$ cat config.mk
export PLATFORM = sky130hd
export DESIGN_NAME = sgmii_gmii_client_port
export DESIGN_NICKNAME = d
export VERILOG_FILES = /design/src/verilog/gmii_port_pkg.sv /design/src/verilog/tx_elastic_fifo.sv /design/src/verilog/sgmii_gmii_client_port.sv
export VERILOG_INCLUDE_DIRS = /design/src /design/src/verilog
export SDC_FILE = /design/constraint.sdc
export NUM_CORES = 1
export LEC_CHECK = 0
export CORE_MARGIN = 10
export CORE_UTILIZATION = 55
export CTS_BUF_LIST = sky130_fd_sc_hd__clkbuf_8
export DETAILED_ROUTE_END_ITERATION = 6
export DONT_BUFFER_PORTS = 1
export GPL_TIMING_DRIVEN = 0
export HOLD_SLACK_MARGIN = 0.06
export PLACE_DENSITY = 0.79
export SLEW_MARGIN = 20
export SYNTH_ARGS = -nofsm -noshare
export SYNTH_HDL_FRONTEND = slang
export SYNTH_SLANG_ARGS = --single-unit
$ cat constraint.sdc
create_clock -name i_clock -period 6.78 [get_ports i_clock]
set_input_delay 0.339 -clock i_clock [delete_from_list [all_inputs] [get_ports i_clock]]
set_output_delay 0.339 -clock i_clock [all_outputs]
set_load 0.005 [all_outputs]
$ cat src/verilog/gmii_port_consts.svh
// Shared constants of the client-side GMII port: speed codes,
// replication counts and the transmit buffer shape.
// Assumes inclusion by bare name from design files only.
`ifndef GMII_PORT_CONSTS_SVH
`define GMII_PORT_CONSTS_SVH

// Speed select codes on i_speed
`define SPEED_10M           2'h0
`define SPEED_100M          2'h1
`define SPEED_1G            2'h2

// Clock periods each receive byte is held, per speed
`define REP_COUNT_1G        7'h01
`define REP_COUNT_100M      7'h0A
`define REP_COUNT_10M       7'h64

// Transmit elastic buffer shape
`define TX_FIFO_DEPTH       8
`define TX_WORD_WIDTH       10

// Reset values of the outputs
`define RX_DATA_RESET       8'h00
`define TX_DATA_RESET       8'h00

`endif

$ cat src/verilog/gmii_port_pkg.sv
// Types of the client-side GMII port.
// Assumes the constants header is compiled alongside.
package gmii_port_pkg;

	// Transmit drain position relative to frames
	typedef enum logic [1:0] {
		TX_GAP   = 2'b01,
		TX_FRAME = 2'b10
	} tx_state_t;

endpackage

$ cat src/verilog/tx_elastic_fifo.sv
// Synchronous FIFO used as the transmit elastic buffer.
// Assumes one clock, a shared clock enable and synchronous active-low reset.
`timescale 1ns/1ps
`default_nettype none

module tx_elastic_fifo #(
	parameter int WIDTH = 10,
	parameter int DEPTH = 8
) (
	// Clock and reset
	input  wire logic             i_clock,
	input  wire logic             i_resetn,
	input  wire logic             i_clock_en,
	// Fill side
	input  wire logic             i_in_valid,
	input  wire logic [WIDTH-1:0] i_in_data,
	output logic                  o_in_ready,
	// Drain side
	output logic                  o_out_valid,
	output logic      [WIDTH-1:0] o_out_data,
	input  wire logic             i_out_ready
);

	localparam int AW = $clog2(DEPTH);

	initial begin
		if (DEPTH < 2 || (1 << AW) != DEPTH || WIDTH < 1)
			$error("tx_elastic_fifo: DEPTH must be a power of two of at least 2");
	end

	logic [WIDTH-1:0] mem_ff [DEPTH];
	logic [AW:0]      wr_ptr_ff;
	logic [AW:0]      rd_ptr_ff;
	logic [AW:0]      nxt_wr_ptr;
	logic [AW:0]      nxt_rd_ptr;
	logic             push;
	logic             pop;

	// Extra pointer bit separates full from empty
	assign o_in_ready  = (wr_ptr_ff - rd_ptr_ff) != (AW+1)'(DEPTH);
	assign o_out_valid = wr_ptr_ff != rd_ptr_ff;
	assign o_out_data  = mem_ff[rd_ptr_ff[AW-1:0]];

	always_comb begin
		push       = i_in_valid && o_in_ready;
		pop        = i_out_ready && o_out_valid;
		nxt_wr_ptr = push ? wr_ptr_ff + 1'b1 : wr_ptr_ff;
		nxt_rd_ptr = pop ? rd_ptr_ff + 1'b1 : rd_ptr_ff;
	end

	always_ff @(posedge i_clock) begin
		if (!i_resetn) begin
			wr_ptr_ff <= '0;
			rd_ptr_ff <= '0;
		end else if (i_clock_en) begin
			wr_ptr_ff <= nxt_wr_ptr;
			rd_ptr_ff <= nxt_rd_ptr;
		end
	end

	// Storage carries no reset; only pointers need a defined value
	always_ff @(posedge i_clock) begin
		if (i_clock_en && push)
			mem_ff[wr_ptr_ff[AW-1:0]] <= i_in_data;
	end

endmodule
`default_nettype wire

$ cat src/verilog/sgmii_gmii_client_port.sv
// Client-side GMII port of an SGMII physical coding sublayer.
// Assumes i_clock is the internal reference clock; the client's transmit
// clock is slow enough to be sampled by it (at least four samples per period).
`timescale 1ns/1ps
`default_nettype none
`include "gmii_port_consts.svh"

// Notes on behaviour
// Data paths identical to the 1000BASE-X build; only management differs.
// At 1 Gbps transmit client signals keep 1000BASE-X timing and meaning.
// At 100 Mbps client repeats each transmit byte for 10 clocks.
// At 10 Mbps client holds each transmit byte for 100 clocks.
// Client keeps interframe gaps legal; the port enforces none.
// At 1 Gbps receive outputs keep 1000BASE-X timing and encodings.
// At 100 Mbps each received byte is repeated for 10 clocks.
// At 10 Mbps each received byte is repeated for 100 clocks.
// Client samples each replicated receive byte once per repetition group.
// Transmit inputs cross an elastic buffer onto the internal reference clock.
// Transmit data and control are captured in input registers on transmit clock; here on i_clock, once per sampled transmit clock fall.
// Receive data and control leave through output registers.
// Receive clock forwarded through a double-data-rate output register.
// Forwarded receive clock is inverted, rising mid receive data window.
// All receive logic runs on the single internal reference clock.
// No frame fields interpreted; every byte under enable passes as data.
// Buffer adds or drops only idles, and flags overflow or underflow; here a full buffer loses frame bytes and a starved frame gets error words.
// Both parties agree on speed so replication factors match.
module sgmii_gmii_client_port #(
	parameter int FIFO_DEPTH = `TX_FIFO_DEPTH
) (
	// Clock, reset, enable
	input  wire logic       i_clock,
	input  wire logic       i_resetn,
	input  wire logic       i_clock_en,
	// Speed
	input  wire logic [1:0] i_speed,
	// Client transmit GMII
	input  wire logic       i_gmii_tx_clk,
	input  wire logic [7:0] i_gmii_txd,
	input  wire logic       i_gmii_tx_en,
	input  wire logic       i_gmii_tx_er,
	// Transmit towards the coding sublayer
	output logic      [7:0] o_pcs_txd,
	output logic            o_pcs_tx_en,
	output logic            o_pcs_tx_er,
	input  wire logic       i_pcs_tx_ready,
	// Transmit buffer errors
	output logic            o_tx_overflow,
	output logic            o_tx_underflow,
	// Receive from the coding sublayer
	input  wire logic [7:0] i_pcs_rxd,
	input  wire logic       i_pcs_rx_dv,
	input  wire logic       i_pcs_rx_er,
	input  wire logic       i_pcs_rx_valid,
	output logic            o_pcs_rx_ready,
	// Client receive GMII
	output logic      [7:0] o_gmii_rxd,
	output logic            o_gmii_rx_dv,
	output logic            o_gmii_rx_er,
	output logic            o_gmii_rx_clk
);

	localparam int W = `TX_WORD_WIDTH;

	initial begin
		if (FIFO_DEPTH < 4)
			$error("sgmii_gmii_client_port: FIFO_DEPTH below 4 cannot absorb a frame start");
	end

	// Clock periods per receive byte at the chosen speed
	function automatic logic [6:0] rep_count(input logic [1:0] speed);
		if (speed == `SPEED_1G)
			return `REP_COUNT_1G;
		else if (speed == `SPEED_100M)
			return `REP_COUNT_100M;
		else
			return `REP_COUNT_10M;
	endfunction

	// Transmit pin synchronisers
	logic [W:0]   sync1_ff;
	logic [W:0]   sync2_ff;
	logic         txclk_prev_ff;
	logic [W:0]   nxt_sync1;
	logic [W:0]   nxt_sync2;
	logic         nxt_txclk_prev;
	logic         tx_fall;

	always_comb begin
		nxt_sync1      = {i_gmii_tx_clk, i_gmii_tx_er, i_gmii_tx_en, i_gmii_txd};
		nxt_sync2      = sync1_ff;
		nxt_txclk_prev = sync2_ff[W];
		// Mid-period sample: data was launched on the rising edge
		tx_fall        = txclk_prev_ff && !sync2_ff[W];
	end

	always_ff @(posedge i_clock) begin
		if (!i_resetn) begin
			sync1_ff      <= '0;
			sync2_ff      <= '0;
			txclk_prev_ff <= 1'b0;
		end else if (i_clock_en) begin
			sync1_ff      <= nxt_sync1;
			sync2_ff      <= nxt_sync2;
			txclk_prev_ff <= nxt_txclk_prev;
		end
	end

	// Input registers, loaded once per transmit clock period
	logic [W-1:0] cap_word_ff;
	logic         cap_strobe_ff;
	logic [W-1:0] nxt_cap_word;
	logic         nxt_cap_strobe;

	always_comb begin
		nxt_cap_word   = cap_word_ff;
		nxt_cap_strobe = tx_fall;
		if (tx_fall)
			nxt_cap_word = sync2_ff[W-1:0];
	end

	always_ff @(posedge i_clock) begin
		if (!i_resetn) begin
			cap_word_ff   <= '0;
			cap_strobe_ff <= 1'b0;
		end else if (i_clock_en) begin
			cap_word_ff   <= nxt_cap_word;
			cap_strobe_ff <= nxt_cap_strobe;
		end
	end

	// Elastic buffer onto the reference clock
	logic         fifo_in_ready;
	logic         fifo_out_valid;
	logic [W-1:0] fifo_out_data;
	logic         fifo_pop;

	assign fifo_pop = i_pcs_tx_ready;

	tx_elastic_fifo #(
		.WIDTH (W),
		.DEPTH (FIFO_DEPTH)
	) u_tx_fifo (
		.i_clock     (i_clock),
		.i_resetn    (i_resetn),
		.i_clock_en  (i_clock_en),
		.i_in_valid  (cap_strobe_ff),
		.i_in_data   (cap_word_ff),
		.o_in_ready  (fifo_in_ready),
		.o_out_valid (fifo_out_valid),
		.o_out_data  (fifo_out_data),
		.i_out_ready (fifo_pop)
	);

	// Transmit drain and buffer error flags
	gmii_port_pkg::tx_state_t tx_state_ff;
	gmii_port_pkg::tx_state_t nxt_tx_state;
	logic [7:0]   txd_ff;
	logic         tx_en_ff;
	logic         tx_er_ff;
	logic         ovf_ff;
	logic         unf_ff;
	logic [7:0]   nxt_txd;
	logic         nxt_tx_en;
	logic         nxt_tx_er;
	logic         nxt_ovf;
	logic         nxt_unf;

	always_comb begin
		nxt_tx_state = tx_state_ff;
		nxt_txd      = txd_ff;
		nxt_tx_en    = tx_en_ff;
		nxt_tx_er    = tx_er_ff;
		// Full buffer: an idle is dropped silently, a frame byte is lost
		nxt_ovf      = cap_strobe_ff && !fifo_in_ready && cap_word_ff[8];
		nxt_unf      = 1'b0;
		if (i_pcs_tx_ready) begin
			case (tx_state_ff)
				gmii_port_pkg::TX_GAP: begin
					if (fifo_out_valid) begin
						// Bytes pass untouched, whatever field they belong to
						{nxt_tx_er, nxt_tx_en, nxt_txd} = fifo_out_data;
						if (fifo_out_data[8])
							nxt_tx_state = gmii_port_pkg::TX_FRAME;
					end else begin
						// Idle inserted only between frames
						nxt_txd   = `TX_DATA_RESET;
						nxt_tx_en = 1'b0;
						nxt_tx_er = 1'b0;
					end
				end
				gmii_port_pkg::TX_FRAME: begin
					if (fifo_out_valid) begin
						{nxt_tx_er, nxt_tx_en, nxt_txd} = fifo_out_data;
						if (!fifo_out_data[8])
							nxt_tx_state = gmii_port_pkg::TX_GAP;
					end else begin
						// Starved mid-frame: corrupt rather than stretch silently
						nxt_txd   = `TX_DATA_RESET;
						nxt_tx_en = 1'b1;
						nxt_tx_er = 1'b1;
						nxt_unf   = 1'b1;
					end
				end
				default: begin
					nxt_tx_state = gmii_port_pkg::TX_GAP;
				end
			endcase
		end
	end

	always_ff @(posedge i_clock) begin
		if (!i_resetn) begin
			tx_state_ff <= gmii_port_pkg::TX_GAP;
			txd_ff      <= `TX_DATA_RESET;
			tx_en_ff    <= 1'b0;
			tx_er_ff    <= 1'b0;
			ovf_ff      <= 1'b0;
			unf_ff      <= 1'b0;
		end else if (i_clock_en) begin
			tx_state_ff <= nxt_tx_state;
			txd_ff      <= nxt_txd;
			tx_en_ff    <= nxt_tx_en;
			tx_er_ff    <= nxt_tx_er;
			ovf_ff      <= nxt_ovf;
			unf_ff      <= nxt_unf;
		end
	end

	assign o_pcs_txd      = txd_ff;
	assign o_pcs_tx_en    = tx_en_ff;
	assign o_pcs_tx_er    = tx_er_ff;
	assign o_tx_overflow  = ovf_ff;
	assign o_tx_underflow = unf_ff;

	// Receive replication, all on the reference clock
	logic [6:0]   rep_left_ff;
	logic [7:0]   rxd_ff;
	logic         rx_dv_ff;
	logic         rx_er_ff;
	logic [6:0]   nxt_rep_left;
	logic [7:0]   nxt_rxd;
	logic         nxt_rx_dv;
	logic         nxt_rx_er;
	logic         rep_done;

	always_comb begin
		rep_done     = rep_left_ff == 7'h00;
		nxt_rep_left = rep_left_ff;
		nxt_rxd      = rxd_ff;
		nxt_rx_dv    = rx_dv_ff;
		nxt_rx_er    = rx_er_ff;
		if (!rep_done) begin
			nxt_rep_left = rep_left_ff - 7'h01;
		end else if (i_pcs_rx_valid) begin
			// Speed change lands on a byte boundary only
			nxt_rxd      = i_pcs_rxd;
			nxt_rx_dv    = i_pcs_rx_dv;
			nxt_rx_er    = i_pcs_rx_er;
			nxt_rep_left = rep_count(i_speed) - 7'h01;
		end else begin
			nxt_rxd      = `RX_DATA_RESET;
			nxt_rx_dv    = 1'b0;
			nxt_rx_er    = 1'b0;
		end
	end

	assign o_pcs_rx_ready = rep_done && i_clock_en;

	// Output registers sit directly at the receive pins
	always_ff @(posedge i_clock) begin
		if (!i_resetn) begin
			rep_left_ff <= 7'h00;
			rxd_ff      <= `RX_DATA_RESET;
			rx_dv_ff    <= 1'b0;
			rx_er_ff    <= 1'b0;
		end else if (i_clock_en) begin
			rep_left_ff <= nxt_rep_left;
			rxd_ff      <= nxt_rxd;
			rx_dv_ff    <= nxt_rx_dv;
			rx_er_ff    <= nxt_rx_er;
		end
	end

	assign o_gmii_rxd   = rxd_ff;
	assign o_gmii_rx_dv = rx_dv_ff;
	assign o_gmii_rx_er = rx_er_ff;

	// Forwarded clock: two-phase output register, high phase follows clock low
	logic ddr_hi_ff;
	logic ddr_lo_ff;
	logic nxt_ddr_hi;
	logic nxt_ddr_lo;

	always_comb begin
		nxt_ddr_hi = 1'b0;
		nxt_ddr_lo = 1'b1;
	end

	// Same register stage as the data, so both see the same delay
	always_ff @(posedge i_clock) begin
		if (!i_resetn) begin
			ddr_hi_ff <= 1'b0;
			ddr_lo_ff <= 1'b0;
		end else if (i_clock_en) begin
			ddr_hi_ff <= nxt_ddr_hi;
			ddr_lo_ff <= nxt_ddr_lo;
		end
	end

	// Held low through reset and until the first enabled clock; keeps toggling while the enable is low
	assign o_gmii_rx_clk = i_clock ? ddr_hi_ff : ddr_lo_ff;

endmodule
`default_nettype wire

==> key figures, run 1 <==
Logic synthesis
  – Register bit total from synthesis: 157
  – Ys async rst share: 0%
  – Mapped Avg Cell Area: 12.8 sq um
  – Post-synth EDFFs: 80
  – Synth Flop Type: edfxtp_1
  – Synth Instances: about 490
  – Yosys top cell area share: 38.5%
  – Largest cells by area after synthesis: edfxtp_1 39%, dfxtp_1 25%, mux4_2 7.2%
  – Net Count, Synth: 526
  – Leading area contributor after synthesis: edfxtp_1
  – Yosys cell types: 43
  – Synth Cell Area: roughly 0.0062 sq mm
  – Sequential element share of the synthesized area: 63.2%
  – Ys Warns: 0

STA
  – Setup TNS: 0 ps
  – Final hold vios: 0
  – Final Max Tran Viols: 0
  – Worst hold slack: 101 ps
  – Post-layout worst setup margin: 2640 ps
  – Layout Skew: 13.0 ps
  – RSZ-0062 raised after global routing: no
  – Setup violations, final: 0
  – Max-slew headroom: 31.9%
  – Slew at the pin with the worst max-slew slack: 1020 ps

Layout
  – FF/Latch Area: 0.00394 sq mm
  – Final instance area: just over 0.007 sq mm
  – Fill count: 764
  – Area growth, synth to finish: 14.0%
  – Footprint of the multi-input gates: around 0.0022 sq mm
  – # nets final: ~580
  – Share of cells above drive strength 1: 12.9%
  – Ant diodes: 0

Setup path
  – Crit path capture type: output pin
  – Setup CP Type: clk2out
  – Crit start category: clock port
  – Arrival @ worst endpoint: approximately 3800 ps
  – Worst Path Required: 6440 ps
  – Largest fanout on the critical path: 2

Route
  – Iter 0 DRT Violations: approximately 220
  – Vias per cell: 5.70
  – Final wirelength: 13,200 um
  – Drt first pass iters: 7
  – Antenna viol nets, final: 0
  – Wire length per cell: around 19 um
  – Vias: 3,936
  – DRC: 0

Global route
  – Initial antenna violation count: 0
  – GRT Total Usage: 16.8%
  – Vias in the first global route: 3,997
  – Largest net degree at the start of global routing: 17
  – Grt ovf: 0
  – Global-route wire length before repair: 21,000 um

Place
  – Pre-CTS setup slack: 2940 ps
  – PortBufs: 0
  – Routability-driven placement congestion ratio: 0.846
  – Post-detail-place hpwl: around 8700 um
  – Cell area after placement: approximately 0.0065 sq mm

Clock tree
  – TritonCTS clock tree: done
  – Clock latency on the worst-skew pair: 560 ps
  – Clock-pin transition on the worst setup and hold timing paths: 80 ps
  – Setup bufs post-CTS: 0

Floorplan
  – Die ar.: 0.0160 sq mm
  – Initial core utilization: a little under three fifths
  – Row cnt: 38
  – Core area: 0.0110 sq mm
  – Die Span X: around 130 um
  – IO Pins: 52
  – Die height: 127 um

Power
  – Pwr per Cell Area: 276 mW/mm^2
  – Max IR drop VDD: between 0.2 and 0.25 mV
  – Leakage: 2.64 nW

Run
  – Max-Cap Viols: 0

Outcome
  – Outcome: complete, no violations

Hold path
  – Worst hold path type: in2reg
-- routing by layer --
metal	vias up	track usage [%]	part of all wire [%]
met5	-	0	0
met4	0	7.64	2.0
met3	30	6.29	6.2
met2	120	28.3	52
met1	1923	18.6	40
li1	1863	-	-
-- cells in the mapped netlist, drive strengths merged (2+ instances only) --
cell	number
xnor2	5
nand2b	9
a31oi	2
edfxtp	80
a41o	2
or3	2
nor4	2
o21ai	18
and2	10
nor3	6
xor2	2
a21boi	6
nor2	33
clkbuf	12
ha	10
mux2i	35
mux4	20
a21oi	31
nand3	18
dfxtp	77
nor2b	16
inv	10
nand2	51
o21bai	2
buf	10
nand4	2
or2	4
-- critical path, stage by stage --
cell and delay (ps):
clkbuf_8 120, clkbuf_8 120, nor2b_1 180
-- repair_timing --
item,CTS,global route
hold buffers,24,0
setup endpoints to repair,0,0
hold endpoints to repair,28,0
resized for setup,0,0
-- worst paths after layout --
| path | startpoint | endpoint | slack (ps) | depth (start not counted) |
|---|---|---|---|---|
| min | i_pcs_tx_ready | u_tx_fifo.rd_ptr_ff[2]$_SDFFE_PN0P_ | 100 | 3 |
| max | i_clock | o_gmii_rx_clk | 2640 | 3 |
| max reg2reg | u_tx_fifo.wr_ptr_ff[0]$_SDFFE_PN0P_ | u_tx_fifo.mem_ff[2][7]$_DFFE_PP_ | 3890 | 7 |
| min reg2reg | sync2_ff[1]$_SDFFE_PN0P_ | cap_word_ff[1]$_SDFFE_PN0P_ | 460 | 2 |
-- flip-flops by register name, summed over array words and instances, names as in the netlist, 2 cells and up, named ones only --
| signal | flops |
|---|---|
| rep_left_ff | 7 |
| sync2_ff | 11 |
| o_gmii_rxd | 8 |
| o_pcs_txd | 8 |
| tx_state_ff | 2 |
| u_tx_fifo.rd_ptr_ff | 4 |
| u_tx_fifo.wr_ptr_ff | 4 |
| nxt_sync2 | 11 |
| u_tx_fifo.mem_ff | 80 |
| cap_word_ff | 10 |
-- layout by cell type (no fill, tap or decap), types with 3 or more instances in the layout --
| master | n |
|---|---|
| ha_1 | 10 |
| dlygate4sd3_1 | 24 |
| buf_2 | 5 |
| dfxtp_1 | 77 |
| xnor2_1 | 5 |
| buf_4 | 3 |
| nor3_2 | 4 |
| nand2b_1 | 9 |
| nand2_1 | 51 |
| edfxtp_1 | 80 |
| clkinvlp_4 | 5 |
| a21oi_1 | 31 |
| clkbuf_8 | 20 |
| nand3_1 | 18 |
| inv_1 | 15 |
| mux2i_1 | 35 |
| nor2_1 | 31 |
| clkbuf_1 | 12 |
| and2_1 | 10 |
| nor2b_1 | 16 |
| o21ai_0 | 18 |
| mux4_2 | 20 |
| buf_1 | 4 |
| a21boi_0 | 6 |
| or2_2 | 4 |
-- stage by stage --
stage	total power, mW	utilization [%]	instances
6_report	1.96	64.8	690
3_3_place_gp	1.26	58.4	628
3_5_place_dp	1.26	58.8	631
4_1_cts	1.96	64.7	690
5_1_grt	2.04	64.8	690
2_1_floorplan	1.22	-	488
-- logic make-up after synthesis --
group,Yosys count,synth area share [%]
DFF,157,63.2
and+or+nand+nor,156,11.9
AOI/OAI and AO/OA,69,6.74
muxes,56,13.0
buffers and inverters,33,2.15
adders and majority gates,10,2.01
xor gates and xnor gates,7,0.983
-- layout make-up --
type	count	area share [%]
flip-flops and latches	157	55.5
multi-input cells	298	30.7
clock buffers	20	3.87
repair buffers	27	3.75
well taps	140	2.46
clock inverters	15	1.90
plain buffers	22	1.30
inverters	11	0.581
-- power breakdown --
group | switching [mW] | internal, mW
clock network | 0.344 | 0.357
registers | 0.0294 | 1.02
logic | 0.121 | 0.0893
Power figures use the tool's default switching activity.
==> run 2, diff against run 1 <==
--- a/config.mk
+++ b/config.mk
@@ -13,7 +13,7 @@
 export DONT_BUFFER_PORTS = 1
 export GPL_TIMING_DRIVEN = 0
 export HOLD_SLACK_MARGIN = 0.06
-export PLACE_DENSITY = 0.79
+export PLACE_DENSITY = 0.82
 export SLEW_MARGIN = 20
 export SYNTH_ARGS = -nofsm -noshare
 export SYNTH_HDL_FRONTEND = slang
==> constraint.sdc (replaced) <==
create_clock -name i_clock -period 3.8 [get_ports i_clock]
set_input_delay 0.19 -clock i_clock [delete_from_list [all_inputs] [get_ports i_clock]]
set_output_delay 0.19 -clock i_clock [all_outputs]
set_load 0.005 [all_outputs]
==> run 2 against run 1 <==
Global-route usage rose by 0.97 points. Sequential power rose by 78%. Highest routed layer unchanged. Sequential share of layout area fell by 0.97 points. Cell area rose by 1.8%. Critical endpoint is now u_tx_fifo.mem_ff[5][7]$_DFFE_PP_. Largest cell class unchanged.
==> key figures, run 2 (synthesized netlist as in run 1, its figures left out) <==
Outcome
  – Outcome: complete, no violations

Layout
  – Largest register FFs: 80
  – Fill count: 744
  – Commonest cells after routing, fill and taps aside: 80 x edfxtp_1, 77 x dfxtp_1, 51 x nand2_1
  – Ant diodes: 0
  – Most common cell after layout, fill and taps aside: edfxtp_1
  – Share of cells above drive strength 1: 13.0%
  – Area growth, synth to finish: 16.0%
  – # nets final: 580

STA
  – Final hold vios: 0
  – Max-slew headroom: 28.8%
  – Final Max Tran Viols: 0
  – Slew at the pin with the worst max-slew slack: 1060 ps
  – Final Cycle Share: 79.8%
  – Layout Skew: 16.0 ps
  – Setup violations, final: 0
  – RSZ-0062 raised after global routing: no
  – Minimum clock period: slightly above 3000 ps
  – Setup TNS: 0 ps
  – Maximum achievable frequency: 330 MHz
  – Post-layout worst setup margin: 768 ps

Place
  – Pre-CTS setup slack: 756 ps
  – Post-detail-place hpwl: 9130 um
  – PortBufs: 0
  – Routability-driven placement congestion ratio: 0.846

Setup path
  – Arrival @ worst endpoint: 3190 ps
  – Crit start category: register
  – Crit path capture type: register
  – RR Startpoint: u_tx_fifo.wr_ptr_ff[0]$_SDFFE_PN0P_
  – Worst Path Required: 3950 ps
  – Largest fanout on the critical path: 10
  – Crit path from: u_tx_fifo.wr_ptr_ff[0]$_SDFFE_PN0P_
  – Setup CP Type: reg2reg
  – Reg-to-Reg End: u_tx_fifo.mem_ff[5][7]$_DFFE_PP_
  – R2R depth: 7
  – FF-to-FF setup slack: 770 ps

Route
  – DRC: 0
  – Iter 0 DRT Violations: 278
  – Final wirelength: 13,700 um
  – Vias: ~4,000
  – Wire length per cell: 19.7 um
  – Drt first pass iters: 7
  – Antenna viol nets, final: 0
  – Vias per cell: 5.76

Global route
  – Vias in the first global route: 4,206
  – Grt ovf: 0
  – Largest net degree at the start of global routing: 17
  – Global-route wire length before repair: 22,300 um
  – GRT Total Usage: 17.8%
  – Initial antenna violation count: 0

Clock tree
  – Clock latency on the worst-skew pair: 550 ps
  – Setup bufs post-CTS: 0
  – Clock-pin transition on the worst setup and hold timing paths: about 80 ps
  – TritonCTS clock tree: done

Floorplan
  – IO Pins: 52
  – Initial core utilization: 56.8%
  – Die ar.: 0.0160 sq mm
  – Row cnt: 38
  – Die Span X: 127 um
  – Core area: about 0.011 sq mm
  – Die height: about 130 um

Power
  – Pwr per Cell Area: ~520 mW/mm^2
  – Max IR drop VDD: 0.526 mV
  – Leakage: 2.71 nW

Hold path
  – Hold Path Stages: 2
  – Hold Path End: cap_word_ff[0]$_SDFFE_PN0P_
  – Hold Startpoint: i_resetn
  – Worst hold path type: in2reg

Run
  – Max-Cap Viols: 0
run 2: cell count changes in the layout (fill, tap and decap cells not counted), moves of 2 or more:
| cell | change |
|---|---|
| bufinv_16 | +3 |
| inv_1 | -2 |
| dlygate4sd3_1 | +5 |
| clkinvlp_4 | -5 |
run 2: metrics by stage:
step	area (sq um)	total power [mW]	hold slack, ps	cells	utilization [%]
floorplan	6240	2.18	220	488	-
global placement	6410	2.24	220	628	58.4
detailed placement	6460	2.26	220	631	58.8
CTS	7240	3.73	70.7	695	65.9
global route	7240	3.88	84.3	695	65.9
finish	7240	3.73	80.7	695	65.9
run 2: critical path: stages, from the launching register on:
cell	delay (ps)
dfxtp_1	470
inv_1	140
ha_1	210
nand3b_1	170
a21oi_1	300
o41ai_4	170
or2_2	350
nor2_1	830
run 2: how the worst max path moves through the flow:
stage,depth (start not counted),to,slack (ps)
final,7,u_tx_fifo.mem_ff[5][7]$_DFFE_PP_,770
after global routing,7,u_tx_fifo.mem_ff[5][7]$_DFFE_PP_,650
after CTS,7,u_tx_fifo.mem_ff[6][7]$_DFFE_PP_,740
after detailed placement,7,u_tx_fifo.mem_ff[6][3]$_DFFE_PP_,760
after global placement,7,u_tx_fifo.mem_ff[4][1]$_DFFE_PP_,500
after floorplan,7,u_tx_fifo.mem_ff[4][0]$_DFFE_PP_,1140
run 2: cell type report:
class / count / area, sq um / share of cell area, %
clock inverter: 14 / 200 / 2.77
buffer: 22 / 92.6 / 1.28
inverter: 11 / 41.3 / 0.570
clock buffer: 21 / 289 / 3.99
multi-input combinational: 298 / 2180 / 30.1
tap: 140 / 175 / 2.42
sequential: 157 / 3940 / 54.5
timing repair buffer: 32 / 317 / 4.37
run 2: what timing repair did:
item	in CTS	in global routing
setup endpoints to repair	0	0
resized for setup	0	0
hold buffers	29	0
hold endpoints to repair	48	0
run 2: metal layers:
metal  part of all wire [%]  GRT usage, %  routed length [um]
met1                     38          18.8                5240
met2                     52          30.9                7180
met3                    7.8          6.79                1060
met4                    1.4          7.70                 197
met5                      0             0                   0
run 2: power breakdown:
| group | internal [mW] | leakage [nW] | switching (mW) |
|---|---|---|---|
| sequential | 1.82 | 1.51 | 0.0541 |
| combinational | 0.165 | 0.937 | 0.229 |
| clock | 0.860 | 0.265 | 0.604 |
==> run 3, diff against run 2 <==
==> constraint.sdc (replaced) <==
create_clock -name i_clock -period 2.66 [get_ports i_clock]
set_input_delay 0.133 -clock i_clock [delete_from_list [all_inputs] [get_ports i_clock]]
set_output_delay 0.133 -clock i_clock [all_outputs]
set_load 0.005 [all_outputs]
==> run 3 against run 2 <==
Clock skew down 4.5 ps. Die area unchanged. Final cell count up 0.43%. Sequential cell count unchanged. Cell area up 1.1%. Non-clock buffer count up 3. Global-route usage up 0.097 points. Sequential share of layout area down 0.55 points. Routed wire length up 1.1%. Clock-buffer cell count unchanged. Utilization up 0.72 points. Critical path type unchanged.
==> key figures, run 3 (synthesized netlist as in run 1, its figures left out) <==
Global route
  – Largest net degree at the start of global routing: 17
  – Global-route wire length before repair: 22,400 um
  – Grt ovf: 0
  – GRT Total Usage: 17.9%
  – Vias in the first global route: 4,226
  – Initial antenna violation count: 0

Route
  – Metal1 wirelength: between 5000 and 6000 um
  – Vias per cell: 5.80
  – Metal3 WL: 1030 um
  – Wire length per cell: 19.8 um
  – DR top layer: met4
  – Final wirelength: 13,800 um
  – Antenna viol nets, final: 0
  – DRC: 0
  – Vias: 4,045
  – Wire length on met2: 7370 um
  – Iter 0 DRT Violations: between 200 and 300
  – Drt first pass iters: 7

Setup path
  – FF-to-FF setup slack: approximately 90 ps
  – Arrival @ worst endpoint: 2820 ps
  – Largest fanout on the critical path: 7
  – Critical Path End: u_tx_fifo.mem_ff[4][3]$_DFFE_PP_
  – Crit start category: register
  – Worst Path Required: a little under 3000 ps
  – Crit path from: u_tx_fifo.rd_ptr_ff[2]$_SDFFE_PN0P_
  – Worst path top cell family by delay: simple AND/OR/NAND/NOR gates
  – CP peak stage delay: 380 ps
  – CP Depth: 8
  – Crit path cell chain: inv_1, ha_1, a21oi_1, and3_1, o41ai_4, or2_2, nor3_4, buf_4
  – RR Startpoint: u_tx_fifo.rd_ptr_ff[2]$_SDFFE_PN0P_
  – Buf/Inv on CP: 2
  – R2R depth: 8
  – Crit path capture type: register
  – Slowest-stage cell, CP: ha_1
  – Reg-to-Reg End: u_tx_fifo.mem_ff[4][3]$_DFFE_PP_
  – Setup CP Type: reg2reg

Layout
  – Most common cell after layout, fill and taps aside: edfxtp_1
  – Core Util, Final: about 67%
  – Fin cells: 698
  – Largest register FFs: 80
  – # nets final: 583
  – Area growth, synth to finish: 17.3%
  – Final instance area: 0.00732 sq mm
  – Ant diodes: 0
  – Share of cells above drive strength 1: 14.9%
  – Commonest cells after routing, fill and taps aside: 80 x edfxtp_1, 75 x dfxtp_1, 51 x nand2_1

Place
  – Post-detail-place hpwl: 9130 um
  – Cell area after placement: around 0.0065 sq mm
  – Routability-driven placement congestion ratio: between 0.8 and 0.9
  – PortBufs: 0
  – Placed Cells: approximately 630
  – Pre-CTS setup slack: -384 ps

Power
  – Leakage: 2.72 nW
  – Pwr per Cell Area: 727 mW/mm^2
  – Max IR drop VDD: 0.752 mV
  – Total power: between 5 and 6 mW

STA
  – Layout Skew: 11.5 ps
  – Max-slew headroom: 45.7%
  – Setup violations, final: 0
  – Final Cycle Share: 96.6%
  – Final Max Tran Viols: 0
  – Maximum achievable frequency: 389 MHz
  – Minimum clock period: 2570 ps
  – Post-layout worst setup margin: approximately 90 ps
  – Final hold vios: 0
  – Worst hold slack: 123 ps
  – Slew at the pin with the worst max-slew slack: 815 ps
  – Setup TNS: 0 ps

Clock tree
  – TritonCTS clock tree: done
  – Clock latency on the worst-skew pair: 540 ps
  – Clock-pin transition on the worst setup and hold timing paths: 80 ps

Floorplan
  – Die Span X: 127 um
  – Initial core utilization: 56.8%
  – Core area: 0.0110 sq mm
  – IO Pins: 52
  – Die ar.: 0.0160 sq mm
  – Die height: 127 um
  – Row cnt: 38

Run
  – Max-Cap Viols: 0

Hold path
  – Worst hold path type: in2reg

Outcome
  – Outcome: complete, no violations
[run 3: cell types whose count changed in the layout (fill, tap and decap cells not counted), sizes merged]
cell  change
buf       +3
[run 3: how the worst min path moves through the flow]
stage | start | end | slack (ps) | depth (start not counted)
6_report | i_resetn | ddr_lo_ff$_SDFFE_PN0P_ | 120 | 2
5_1_grt | i_resetn | ddr_lo_ff$_SDFFE_PN0P_ | 120 | 2
4_1_cts | i_speed[0] | rep_left_ff[6]$_SDFFE_PN0P_ | 90 | 4
3_5_place_dp | i_clock | o_gmii_rx_clk | 160 | 1
3_3_place_gp | i_clock | o_gmii_rx_clk | 160 | 1
2_1_floorplan | i_clock | o_gmii_rx_clk | 160 | 1
[run 3: where the power goes]
group,internal [mW],leakage [nW],switching [mW]
clock,1.23,0.265,0.849
sequential,2.60,1.51,0.0763
combinational,0.235,0.943,0.329
total,4.06,2.72,1.25
[run 3: what timing repair did]
item / 4_1_cts / 5_1_grt
setup endpoints to repair: 57 / 44
hold buffers: 29 / 0
endpoints found under the hold margin: 54 / 0
gates resized for setup: 9 / 7
buffers inserted: 0 / 3
pin swaps: 0 / 2
[run 3: final cells by class]
type | instances | area (sq um)
Clock buffer | 21 | 289
Sequential cell | 157 | 3950
Buffer | 22 | 92.6
Inverter | 11 | 41.3
Clock inverter | 14 | 200
Fill cell | 729 | 3670
Multi-Input combinational cell | 298 | 2230
Timing Repair Buffer | 35 | 339
Tap cell | 140 | 175
[run 3: per-layer routing]
metal  vias to the layer above  global-route usage, %
met5                         -                      0
met3                        19                   6.71
li1                       1878                      -
met2                       150                   31.1
met4                         0                   7.90
met1                      1998                   18.9
